<file path="src/sims_defines.svh">
/*
 * Register offsets, field positions and reset values of the split
 * interrupt microframe status block.
 * Assumes 32-bit APB data; byte address bits [1:0] are ignored.
 */
`ifndef SIMS_DEFINES_SVH
`define SIMS_DEFINES_SVH

`define SIMS_ADDR_W 8
`define SIMS_OFF_CTRL 8'h00
`define SIMS_OFF_DW4 8'h10
`define SIMS_OFF_DW5 8'h14
`define SIMS_OFF_DW6 8'h18
`define SIMS_OFF_DW7 8'h1c
`define SIMS_OFF_IRQ_STAT 8'h20
`define SIMS_OFF_IRQ_MASK 8'h24
`define SIMS_OFF_STATE 8'h28

`define SIMS_CTRL_EN_BIT 0
`define SIMS_CTRL_DIRIN_BIT 1
`define SIMS_CTRL_FRAME_LSB 8
`define SIMS_SLOTS 8
`define SIMS_IN_SS_SLOTS 4
`define SIMS_CODE_W 3
`define SIMS_CODE_ERR_BIT 0
`define SIMS_CODE_BABBLE_BIT 1
`define SIMS_CODE_UNDERRUN_BIT 2
`define SIMS_IRQ_W 3
`define SIMS_IRQ_COUNT_BIT 0
`define SIMS_IRQ_ERROR_BIT 1
`define SIMS_IRQ_CSDONE_BIT 2
`define SIMS_RST_WORD 32'h0000_0000

`endif

</file>
<file path="src/sims_pkg.sv">
/*
 * Types shared by the split interrupt microframe status block.
 * Assumes sims_defines.svh is on the include path.
 */
`include "sims_defines.svh"

package sims_pkg;

   typedef enum logic [1:0] {
      SIMS_IDLE = 2'b00,
      SIMS_WAIT = 2'b01
   } sims_fsm_t;

   // Outcome of one split transaction reported by the link engine
   typedef struct packed {
      logic valid;
      logic isComplete;
      logic [7:0] bytes;
      logic err;
      logic babble;
      logic underrun;
   } sims_result_t;

   // Microframe tick from the link engine
   typedef struct packed {
      logic sof;
      logic [2:0] slot;
      logic [7:0] frameNum;
   } sims_tick_t;

   typedef struct packed {
      sims_fsm_t fsm;
      logic enable;
      logic dirIn;
      logic [7:0] frameNo;
      logic [7:0] ssMask;
      logic [7:0] csMask;
      logic [23:0] status;
      logic [63:0] counts;
      logic [23:0] dw7Rsvd;
      logic [2:0] irqStat;
      logic [2:0] irqMask;
      logic [2:0] curSlot;
      logic frameOk;
      logic curIsCs;
      logic ssPulse;
      logic csPulse;
      logic irq;
      logic pready;
      logic pslverr;
      logic [31:0] prdata;
   } sims_state_t;

endpackage

</file>
<file path="src/sims_core.sv">
/*
 * Split interrupt microframe status engine with APB register access.
 * Holds the upper descriptor words, issues start and complete splits
 * per microframe and records byte counts and result codes.
 * Assumes all inputs synchronous to clk; one result per issued split.
 */
`timescale 1ns/1ps
`include "sims_defines.svh"

module sims_core
   import sims_pkg::*;
(
   input wire logic clk,
   input wire logic rst,
   input wire logic psel,
   input wire logic penable,
   input wire logic pwrite,
   input wire logic [7:0] paddr,
   input wire logic [31:0] pwdata,
   output logic [31:0] prdata,
   output logic pready,
   output logic pslverr,
   input wire sims_tick_t tick,
   input wire sims_result_t result,
   output logic issueStartSplit,
   output logic issueCompleteSplit,
   output logic [2:0] issueSlot,
   output logic irq
);
   sims_state_t state_reg;
   sims_state_t state_next;
   sims_state_t base;

   logic [31:0] rdData;
   logic addrOk;
   logic wrEn;
   logic [7:0] slotSel;
   logic cntUpd;
   logic stUpd;
   logic [2:0] code;
   logic [63:0] countsNext;
   logic [23:0] statusNext;
   logic [2:0] irqSet;
   logic [2:0] irqClr;
   logic [2:0] irqStatNext;
   logic irqNext;
   logic takeResult;
   logic [7:0] ssEff;

   assign prdata = state_reg.prdata;
   assign pready = state_reg.pready;
   assign pslverr = state_reg.pslverr;
   assign issueStartSplit = state_reg.ssPulse;
   assign issueCompleteSplit = state_reg.csPulse;
   assign issueSlot = state_reg.curSlot;
   assign irq = state_reg.irq;

   // Write takes effect only at the completing access edge
   assign wrEn = psel && penable && state_reg.pready && pwrite && !state_reg.pslverr;

   // IN transfers may start splits only in slots 0 to 3
   assign ssEff = state_reg.dirIn ? {4'h0, state_reg.ssMask[3:0]} : state_reg.ssMask;

   always_comb begin
      addrOk = 1'b1;
      rdData = `SIMS_RST_WORD;
      case (paddr & 8'hfc)
         `SIMS_OFF_CTRL: begin
            rdData[`SIMS_CTRL_EN_BIT] = state_reg.enable;
            rdData[`SIMS_CTRL_DIRIN_BIT] = state_reg.dirIn;
            rdData[`SIMS_CTRL_FRAME_LSB +: 8] = state_reg.frameNo;
         end
         `SIMS_OFF_DW4: begin
            rdData = {state_reg.status, state_reg.ssMask};
         end
         `SIMS_OFF_DW5: begin
            rdData = {state_reg.counts[23:0], state_reg.csMask};
         end
         `SIMS_OFF_DW6: begin
            rdData = state_reg.counts[55:24];
         end
         `SIMS_OFF_DW7: begin
            rdData = {state_reg.dw7Rsvd, state_reg.counts[63:56]};
         end
         `SIMS_OFF_IRQ_STAT: begin
            rdData[`SIMS_IRQ_W-1:0] = state_reg.irqStat;
         end
         `SIMS_OFF_IRQ_MASK: begin
            rdData[`SIMS_IRQ_W-1:0] = state_reg.irqMask;
         end
         `SIMS_OFF_STATE: begin
            rdData[1:0] = state_reg.fsm;
            rdData[4:2] = state_reg.curSlot;
            rdData[5] = state_reg.frameOk;
            rdData[6] = state_reg.curIsCs;
         end
         default: begin
            addrOk = 1'b0;
         end
      endcase
   end

   // Result handling: decode the slot and build the result code
   always_comb begin
      takeResult = (state_reg.fsm == SIMS_WAIT) && result.valid && !tick.sof;
      // Slot n is mask bit n
      slotSel = 8'h01 << state_reg.curSlot;
      // Count needs start bit and matching frame
      cntUpd = takeResult && state_reg.ssMask[state_reg.curSlot] && state_reg.frameOk;
      stUpd = takeResult;
      code = 3'h0;
      // Babble only on IN, underrun only on OUT
      code[`SIMS_CODE_ERR_BIT] = result.err;
      code[`SIMS_CODE_BABBLE_BIT] = result.babble && state_reg.dirIn;
      code[`SIMS_CODE_UNDERRUN_BIT] = result.underrun && !state_reg.dirIn;
      irqClr = 3'h0;
      if (wrEn && ((paddr & 8'hfc) == `SIMS_OFF_IRQ_STAT)) begin
         irqClr = pwdata[`SIMS_IRQ_W-1:0];
      end
   end

   sims_slot_update u_slot (
      .counts(state_reg.counts),
      .status(state_reg.status),
      .slotSel(slotSel),
      .cntUpd(cntUpd),
      .stUpd(stUpd),
      .bytes(result.bytes),
      .code(code),
      .countsNext(countsNext),
      .statusNext(statusNext)
   );

   always_comb begin
      base = state_reg;
      base.ssPulse = 1'b0;
      base.csPulse = 1'b0;
      base.pready = 1'b0;
      base.pslverr = 1'b0;
      base.counts = countsNext;
      base.status = statusNext;
      irqSet = 3'h0;

      // Setup phase: answer in the following access cycle
      if (psel && !penable && !state_reg.pready) begin
         base.pready = 1'b1;
         base.pslverr = !addrOk;
         base.prdata = addrOk ? rdData : `SIMS_RST_WORD;
      end

      if (wrEn) begin
         case (paddr & 8'hfc)
            `SIMS_OFF_CTRL: begin
               base.enable = pwdata[`SIMS_CTRL_EN_BIT];
               base.dirIn = pwdata[`SIMS_CTRL_DIRIN_BIT];
               base.frameNo = pwdata[`SIMS_CTRL_FRAME_LSB +: 8];
            end
            `SIMS_OFF_DW4: begin
               base.ssMask = pwdata[7:0];
            end
            `SIMS_OFF_DW5: begin
               // Software arms complete-split slots
               base.csMask = pwdata[7:0];
            end
            `SIMS_OFF_DW7: begin
               // Stored as written, never used by hardware
               base.dw7Rsvd = pwdata[31:8];
            end
            `SIMS_OFF_IRQ_MASK: begin
               base.irqMask = pwdata[`SIMS_IRQ_W-1:0];
            end
            default: begin
            end
         endcase
      end

      case (state_reg.fsm)
         SIMS_IDLE: begin
         end
         SIMS_WAIT: begin
            if (takeResult) begin
               base.fsm = SIMS_IDLE;
               if (cntUpd) begin
                  irqSet[`SIMS_IRQ_COUNT_BIT] = 1'b1;
               end
               if (code != 3'h0) begin
                  irqSet[`SIMS_IRQ_ERROR_BIT] = 1'b1;
               end
               if (state_reg.curIsCs && result.isComplete) begin
                  // Processed slot goes back to zero
                  base.csMask[state_reg.curSlot] = 1'b0;
                  if ((base.csMask & ~slotSel) == 8'h00) begin
                     irqSet[`SIMS_IRQ_CSDONE_BIT] = 1'b1;
                  end
               end
            end
         end
         default: begin
            base.fsm = SIMS_IDLE;
         end
      endcase

      // Microframe start: pick a split for this slot; a pending one is dropped
      if (tick.sof) begin
         base.fsm = SIMS_IDLE;
         base.curSlot = tick.slot;
         base.frameOk = (tick.frameNum == state_reg.frameNo);
         base.curIsCs = 1'b0;
         if (state_reg.enable && (tick.frameNum == state_reg.frameNo)) begin
            if (ssEff[tick.slot]) begin
               // Start split in its marked slot
               base.ssPulse = 1'b1;
               base.fsm = SIMS_WAIT;
            end else if (state_reg.dirIn && base.csMask[tick.slot]) begin
               // Complete split only for IN, only in marked slots
               base.csPulse = 1'b1;
               base.curIsCs = 1'b1;
               base.fsm = SIMS_WAIT;
            end
         end
      end
   end

   sims_irq u_irq (
      .stat(state_reg.irqStat),
      .mask(base.irqMask),
      .set(irqSet),
      .clr(irqClr),
      .statNext(irqStatNext),
      .irqNext(irqNext)
   );

   always_comb begin
      state_next = base;
      state_next.irqStat = irqStatNext;
      state_next.irq = irqNext;
   end

   always_ff @(posedge clk) begin
      if (rst) begin
         state_reg <= '0;
         state_reg.fsm <= SIMS_IDLE;
      end else begin
         state_reg <= state_next;
      end
   end
endmodule

</file>
<file path="src/sims_irq.sv">
/*
 * Sticky interrupt status with write-one-to-clear and mask.
 * Combinational; a hardware set in the clearing cycle wins.
 */
`timescale 1ns/1ps
`include "sims_defines.svh"

module sims_irq
   import sims_pkg::*;
(
   input wire logic [2:0] stat,
   input wire logic [2:0] mask,
   input wire logic [2:0] set,
   input wire logic [2:0] clr,
   output logic [2:0] statNext,
   output logic irqNext
);
   assign statNext = (stat & ~clr) | set;
   assign irqNext = |(statNext & mask);
endmodule

</file>
<file path="src/sims_slot_update.sv">
/*
 * Per-microframe byte count and result code update.
 * Purely combinational; the caller registers the outputs.
 */
`timescale 1ns/1ps
`include "sims_defines.svh"

module sims_slot_update
   import sims_pkg::*;
(
   input wire logic [63:0] counts,
   input wire logic [23:0] status,
   input wire logic [7:0] slotSel,
   input wire logic cntUpd,
   input wire logic stUpd,
   input wire logic [7:0] bytes,
   input wire logic [2:0] code,
   output logic [63:0] countsNext,
   output logic [23:0] statusNext
);
   genvar i;
   generate
      for (i = 0; i < `SIMS_SLOTS; i = i + 1) begin : g_slot
         // New count replaces the old one
         assign countsNext[8*i +: 8] = (cntUpd && slotSel[i]) ? bytes : counts[8*i +: 8];
         // Slot 7 lands in the top bits
         assign statusNext[3*i +: 3] = (stUpd && slotSel[i]) ? code : status[3*i +: 3];
      end
   endgenerate
endmodule
</file>
<file path="config.mk">
export PLATFORM = sky130hd
export DESIGN_NAME = sims_core
export DESIGN_NICKNAME = d
export VERILOG_FILES = /design/src/sims_pkg.sv /design/src/sims_core.sv /design/src/sims_irq.sv /design/src/sims_slot_update.sv
export VERILOG_INCLUDE_DIRS = /design/src
export SDC_FILE = /design/constraint.sdc
export NUM_CORES = 1
export LEC_CHECK = 0
export ABC_AREA = 1
export BUFFER_PORTS_ARGS = -buffer_cell sky130_fd_sc_hd__buf_2
export CAP_MARGIN = 15
export CORE_ASPECT_RATIO = 1.1
export CORE_MARGIN = 2
export CORE_UTILIZATION = 45
export CTS_BUF_LIST = sky130_fd_sc_hd__clkbuf_4 sky130_fd_sc_hd__clkbuf_8
export CTS_CLUSTER_DIAMETER = 150
export DETAILED_ROUTE_END_ITERATION = 8
export PLACE_DENSITY = 0.67
export SLEW_MARGIN = 0
export SYNTH_ARGS = -nofsm -noshare
export SYNTH_HDL_FRONTEND = slang
export SYNTH_SLANG_ARGS = --single-unit
</file>
<file path="constraint.sdc">
create_clock -name clk -period 1.6 [get_ports clk]
set_input_delay 0.16 -clock clk [delete_from_list [all_inputs] [get_ports clk]]
set_output_delay 0.16 -clock clk [all_outputs]
set_load 0.02 [all_outputs]
</file>
# Word-level counts from Yosys, hierarchy flattened

Index checks and enable logic that the tools add are counted.

Equality and inequality tests: 11
Mux-type cells: 42
Reduce and logical (&&, ||, !) cells: 51
Magnitude comparators: 3
Bitwise logic cells: 11
Shift-type cells: 1

Operator list:

| cell                  | number |
|---|---|
| $pmux W16 S4          | 1 |
| $mux W8               | 6 |
| $pmux W8 S5           | 1 |
| $mux W34              | 1 |
| $logic_and A1 B1 Y1   | 33 |
| $mux W32              | 1 |
| $eq A6 B3 Y1 const B  | 4 |
| $pmux W4 S5           | 1 |
| $eq A6 B4 Y1 const B  | 3 |
| $mux W3               | 6 |
| $and A8 B8 Y8         | 2 |
| $logic_not A8 Y1      | 2 |
| $not A8 Y8            | 2 |
| $pmux W2 S8           | 1 |
| $mux W1               | 15 |
| $bmux W1 S3           | 3 |
| $eq A8 B8 Y1          | 1 |
| $lt A3 B4 Y1 const B  | 2 |
| $reduce_and A2 Y1     | 4 |
| $reduce_or A8 Y1      | 1 |
| $shl A1 B3 Y8 const A | 1 |
| $pmux W1 S7           | 1 |
| $and A3 B3 Y3         | 2 |
| $logic_not A1 Y1      | 6 |
| other kinds (15)      | 19 |

Output and inout bits: 40
Bits in registers: 188
Logic and storage cells: 153
Bits of input ports: 70

# Longest topological paths before layout

Depth after elaboration: 16
Gate-level depth with buffers: 14
Mapped depth without buffers: 13

# By module

A second synthesis with hierarchy kept.

Cell total of the unflattened synthesis: 1369
Area, all modules: 9196.3 µm²

Modules (own cells, without submodules):

| module           | instances | seq. area each (µm²) | area an instance (µm²) | cells each |
|---|---|---|---|---|
| sims_core        | 1         | 3743.6               | 7723.7                 | 1043 |
| sims_slot_update | 1         | 0.0                  | 1388.8                 | 310 |
| sims_irq         | 1         | 0.0                  | 83.8                   | 16 |

# Worst setup path after synthesis

OpenSTA, ideal clock, no wires.

Path kind: register -> register
From: register state_reg, in the netlist pready
To: register state_reg[186] in the netlist's numbering
Path slack: -80 ps
Arrival: 1549 ps
Stages on the path, launching flop included: 13
Library setup time: 132 ps
Period minus slack after synthesis: 1680 ps
Data required time: 1468 ps
Cell sequence: dfxtp_1 -> nand3_1 -> nor2_1 -> buf_2 -> nand3_1 -> nand3_1 -> nand2_1 -> nand3_1 -> nand3_1 -> nand3_1 -> nand2_1 -> nand2_1 -> a21oi_1

Cells in the longest elaborated chain, start to end: 15

RTL lines:

| item                                 | RTL line         | source |
|---|---|---|
| start: declaration                   | sims_core.sv:30  | `sims_state_t state_reg;` |
| start signal: assignment             | sims_core.sv:244 | `state_reg <= state_next;` |
| $logic_and A1 B1 Y1 (*) (3 in a row) | sims_core.sv:59  | `assign wrEn = psel && penable && state_reg.pready && pwrite && !state_reg.pslverr;` |
| $mux W8 (*)                          | sims_core.sv:151 | `if (wrEn) begin` |
| $and A8 B8 Y8 (no line)              | n/a              |  |
| $mux W8                              | sims_core.sv:189 | `if (state_reg.curIsCs && result.isComplete) begin` |
| $mux W8                              | sims_core.sv:181 | `if (takeResult) begin` |
| $mux W8 (*)                          | sims_core.sv:177 | `case (state_reg.fsm)` |
| $bmux W1 S3 (*)                      | sims_core.sv:214 | `end else if (state_reg.dirIn && base.csMask[tick.slot]) begin` |
| $mux W1 (not written as such) (*)    | sims_core.sv:214 |  |
| $logic_and A1 B1 Y1 (*)              | sims_core.sv:214 |  |
| $mux W1 (*)                          | sims_core.sv:214 |  |
| $mux W1 (*)                          | sims_core.sv:210 | `if (ssEff[tick.slot]) begin` |
| $mux W1 (*)                          | sims_core.sv:209 | `if (state_reg.enable && (tick.frameNum == state_reg.frameNo)) begin` |
| $mux W2 (*)                          | sims_core.sv:204 | `if (tick.sof) begin` |

Mark *: on every way between the ends. The rest lies on a longest branch, timed or not. The select of a mux whose other input is x is not followed.
A chain may end at the register's enable or synchronous reset.

# Final worst setup path

From: register state_reg, in the netlist issueSlot[1]
To: register state_reg, in the netlist irq

Cells in the longest elaborated chain, start to end: 15
Elaborated cells on any way between the ends: 23
Classes of those cells: order compare (2); shift (1); mux (9); bitwise (6); reduce/logical (5)

RTL lines:

| item                                                                      | RTL line         | source |
|---|---|---|
| $lt A3 B4 Y1 (not written as such) / $ge A3 B1 Y1 (equally long branches) | sims_core.sv:191 | `base.csMask[state_reg.curSlot] = 1'b0;` |
| $logic_and A1 B1 Y1 (not written as such)                                 | sims_core.sv:191 |  |
| $mux W1 (not written as such)                                             | sims_core.sv:191 |  |
| $demux W1 S3                                                              | sims_core.sv:191 |  |
| $not A8 Y8 (no line)                                                      | n/a              |  |
| $and A8 B8 Y8 (no line)                                                   | n/a              |  |
| $and A8 B8 Y8                                                             | sims_core.sv:192 | `if ((base.csMask & ~slotSel) == 8'h00) begin` |
| $logic_not A8 Y1                                                          | sims_core.sv:192 |  |
| $mux W1                                                                   | sims_core.sv:192 |  |
| $mux W1                                                                   | sims_core.sv:189 |  |
| $mux W3 (*)                                                               | sims_core.sv:181 |  |
| $mux W3 (*)                                                               | sims_core.sv:177 |  |
| $or A3 B3 Y3 (*)                                                          | sims_irq.sv:18   | `assign statNext = (stat & ~clr) \| set;` |
| $and A3 B3 Y3 (*)                                                         | sims_irq.sv:19   | `assign irqNext = \|(statNext & mask);` |
| $reduce_or A3 Y1 (*)                                                      | sims_irq.sv:19   |  |

Marked as above.

==> impl_results.md <==
- Outcome: finished, violations left
- Failing checks: negative setup slack
- Fmax: 565 MHz
- Vias in the first global route: 8203
- HP Class: primary input to flop
- Total number of vias: 8597
- CP max stage delay: about 430 ps
- Crit path required time: 1970 ps
- Critical Path AT: around 2100 ps
- Post-synth top area share: roughly 45%
- Die X: ~130 um
- Grt total ovfl: 0
- Rel. slew slack: 66.3%
- Largest register FFs: 144
- DRT iter0 DRCs: around 640
- Final worst-path cycle share: 111%
- Final RePlAce weighted congestion: 0.939
- Top FF cell, synth: dfxtp_1
- Netlist cell types: 33
- Worst Setup End Kind: flop
- GRT Total Usage: 29.8%
- Period minus WS final: 1770 ps
- Worst Slack Setup Final: -171 ps
- Synthesized area: 8240 sq um
- Synthesized area per cell: ~7.3 sq um
- CTS tree: yes
- PortBufs: 107
- Critical path class: flop to flop
- Worst-path maximum fanout: 6
- Final wirelength: 29100 um
- Clock Skews: 14.1 ps
- Fin cells: 1599
- Final setup viols: between 70 and 80
- RSZ-0062 raised after global routing: true
- Slowest cell on the critical path: dfxtp_4
- Antenna cell count: 0
- CP Cell Sequence: nor2_4, buf_4, a22oi_2, nand4_1, nand2_8, buf_6, buf_6, nand2_2, nand2_2, nand3_1
- Clock sink count: 187
- Proportion of layout cells with a drive suffix above 1: 33.0%
- First-pass GRT wire length: about 45000 um
- Largest net degree at the start of global routing: 55
- Detail Route Antenna Nets: 0
- VDD IR-drop max: 0.524 mV
- Die area: 19400 sq um
- Reg2reg setup slack: -170 ps
- I/O pin cnt: 110
- CP top delay family: simple AND/OR/NAND/NOR gates
- H-tree depth: 4
- Post-synth EDFFs: 0
- Residual DRC: 0
- Lkg Pwr: approximately 0.0045 uW
- Total Nets Final: roughly 1.4k
- Most common cell in the netlist: dfxtp_1
- Fin. max-slew vios: 0
- Chip height: 146 um
- Seq/Total Area, Yosys: 45.4%
- # rows: 51
- Pre-CTS setup slack: -259 ps
- PD cells: 755 nW/um^2
- Syn_nets: 1203
- Reg clk slew, reported paths: 100 ps
- Drt pass-1 iters: 5
- Yosys warns: 0
- Crit path buf inv count: 3
- Setup TNS: -5280 ps
- Top cells by count, synth: 187 x dfxtp_1, 165 x nand2_1, 154 x o21ai_0
- Max-Cap Viols: 0
- Clock Latency Late Sink: 480 ps
- Placed Cells: between 1.5k and 2k
- Initial antenna violation count: 0
- #FFs+latches synth: roughly 190
- Cell count after synthesis: ~1.1k
- Synth top area cells: dfxtp_1 45%, o21ai_0 9.4%, nand2_1 7.5%
- Initial core utilization: a little under half
- Core Area: between 15000 and 20000 sq um
- CTS buffer count: 17
- Async set or reset register ratio after synthesis: 0%
- Crit path launch type: flop
- Clk buf depth: 2
- Vias per cell: 5.38
- CTS root buffer: clkbuf_8
- Yosys top cell by area: dfxtp_1
- Slew @ Worst Pin: 505 ps
- Final HPWL DP: 20100 um
- Layout area overhead: 37.6%
- WL per Instance: 18.2 um
- Final Hold Vio Count: 0
cell type report:
class	instances	area, sq um
fillers	1593	6460
multi-input cells	753	4300
flip-flops and latches	187	3750
repair buffers	281	2180
inverters	107	423
well taps	238	298
clock buffers	21	270
clock inverters	11	115
repair inverters	1	7.51
per-layer routing:
metal | share of wire [%] | vias to the layer above | GRT usage, % | wire length (um)
met3 | 5.6 | 67 | 4.46 | 1640
li1 | - | 4212 | - | -
met2 | 47 | 302 | 47.7 | 13700
met5 | 0 | - | 0 | 0
met1 | 43 | 4016 | 39.7 | 12700
met4 | 3.8 | 0 | 13.4 | 1100
path summary, 6_finish.rpt:
check | start | cells past startpoint | end
max | issueSlot[1] | 10 | irq
max reg2reg | issueSlot[1] | 10 | irq
min reg2reg | state_reg[126] | 2 | state_reg[126]
min | result[12] | 3 | state_reg[186]
logic make-up (layout without fill, tap and decap cells):
family | Yosys count | count (layout) | share of synthesized area, %
xor gates and xnor gates | 1 | 1 | 0.106
DFF | 187 | 187 | 45.4
AOI/OAI and AO/OA | 342 | 342 | 23.0
buffers and inverters | 195 | 421 | 10.8
and+or+nand+nor | 408 | 410 | 20.6
layout by cell type (no fill, tap or decap), types with 6 or more instances in the layout:
cell,instances
dlygate4sd3_1,29
o21ai_2,39
nand3_1,24
o21ai_1,18
nor2_2,23
nand2_1,148
nand2_2,13
o22ai_1,9
nor2_1,126
a21oi_1,108
buf_6,22
inv_2,6
nand4_1,14
a22oi_1,22
buf_2,108
buf_12,13
a21oi_2,13
inv_1,94
nor2_4,15
buf_4,106
o211ai_1,17
dfxtp_1,182
o21ai_0,92
clkinvlp_4,6
nand3_4,7
nand3_2,18
a221oi_1,7
nor3_1,8
clkbuf_8,18
what timing repair did:
item | 4_1_cts | 5_1_grt
hold buffers | 29 | 0
cloned | 6 | 0
pin swaps | 28 | 24
hold endpoints to repair | 36 | 0
resized for setup | 161 | 114
endpoints found under the setup margin | 105 | 112
buffers inserted | 8 | 11
worst register-to-register path, delay by kind of cell, from the launching register on:
kind                   cells  cell delay, ps
buffers and inverters      3             350
DFF                        1             430
AOI/OAI and AO/OA          1             140
and+or+nand+nor            6             750
stage by stage:
step | utilization, % | hold WS, ps | cell area (sq um) | power, uW
4_1_cts | 61.0 | 6.40 | 10900 | 8520
2_1_floorplan | - | 250 | 8250 | 5030
3_3_place_gp | 54.2 | 382 | 9660 | 5370
5_1_grt | 63.7 | 32.3 | 11300 | 8830
6_report | 63.7 | 24.3 | 11300 | 8560
3_5_place_dp | 54.2 | 387 | 9660 | 5370
report_power, final:
| part | internal [uW] | switching, uW |
|---|---|---|
| Sequential | 4660 | 18.2 |
| Clock | 1350 | 1770 |
| Combinational | 298 | 468 |
Note: power is estimated with default switching activity, not from simulation.
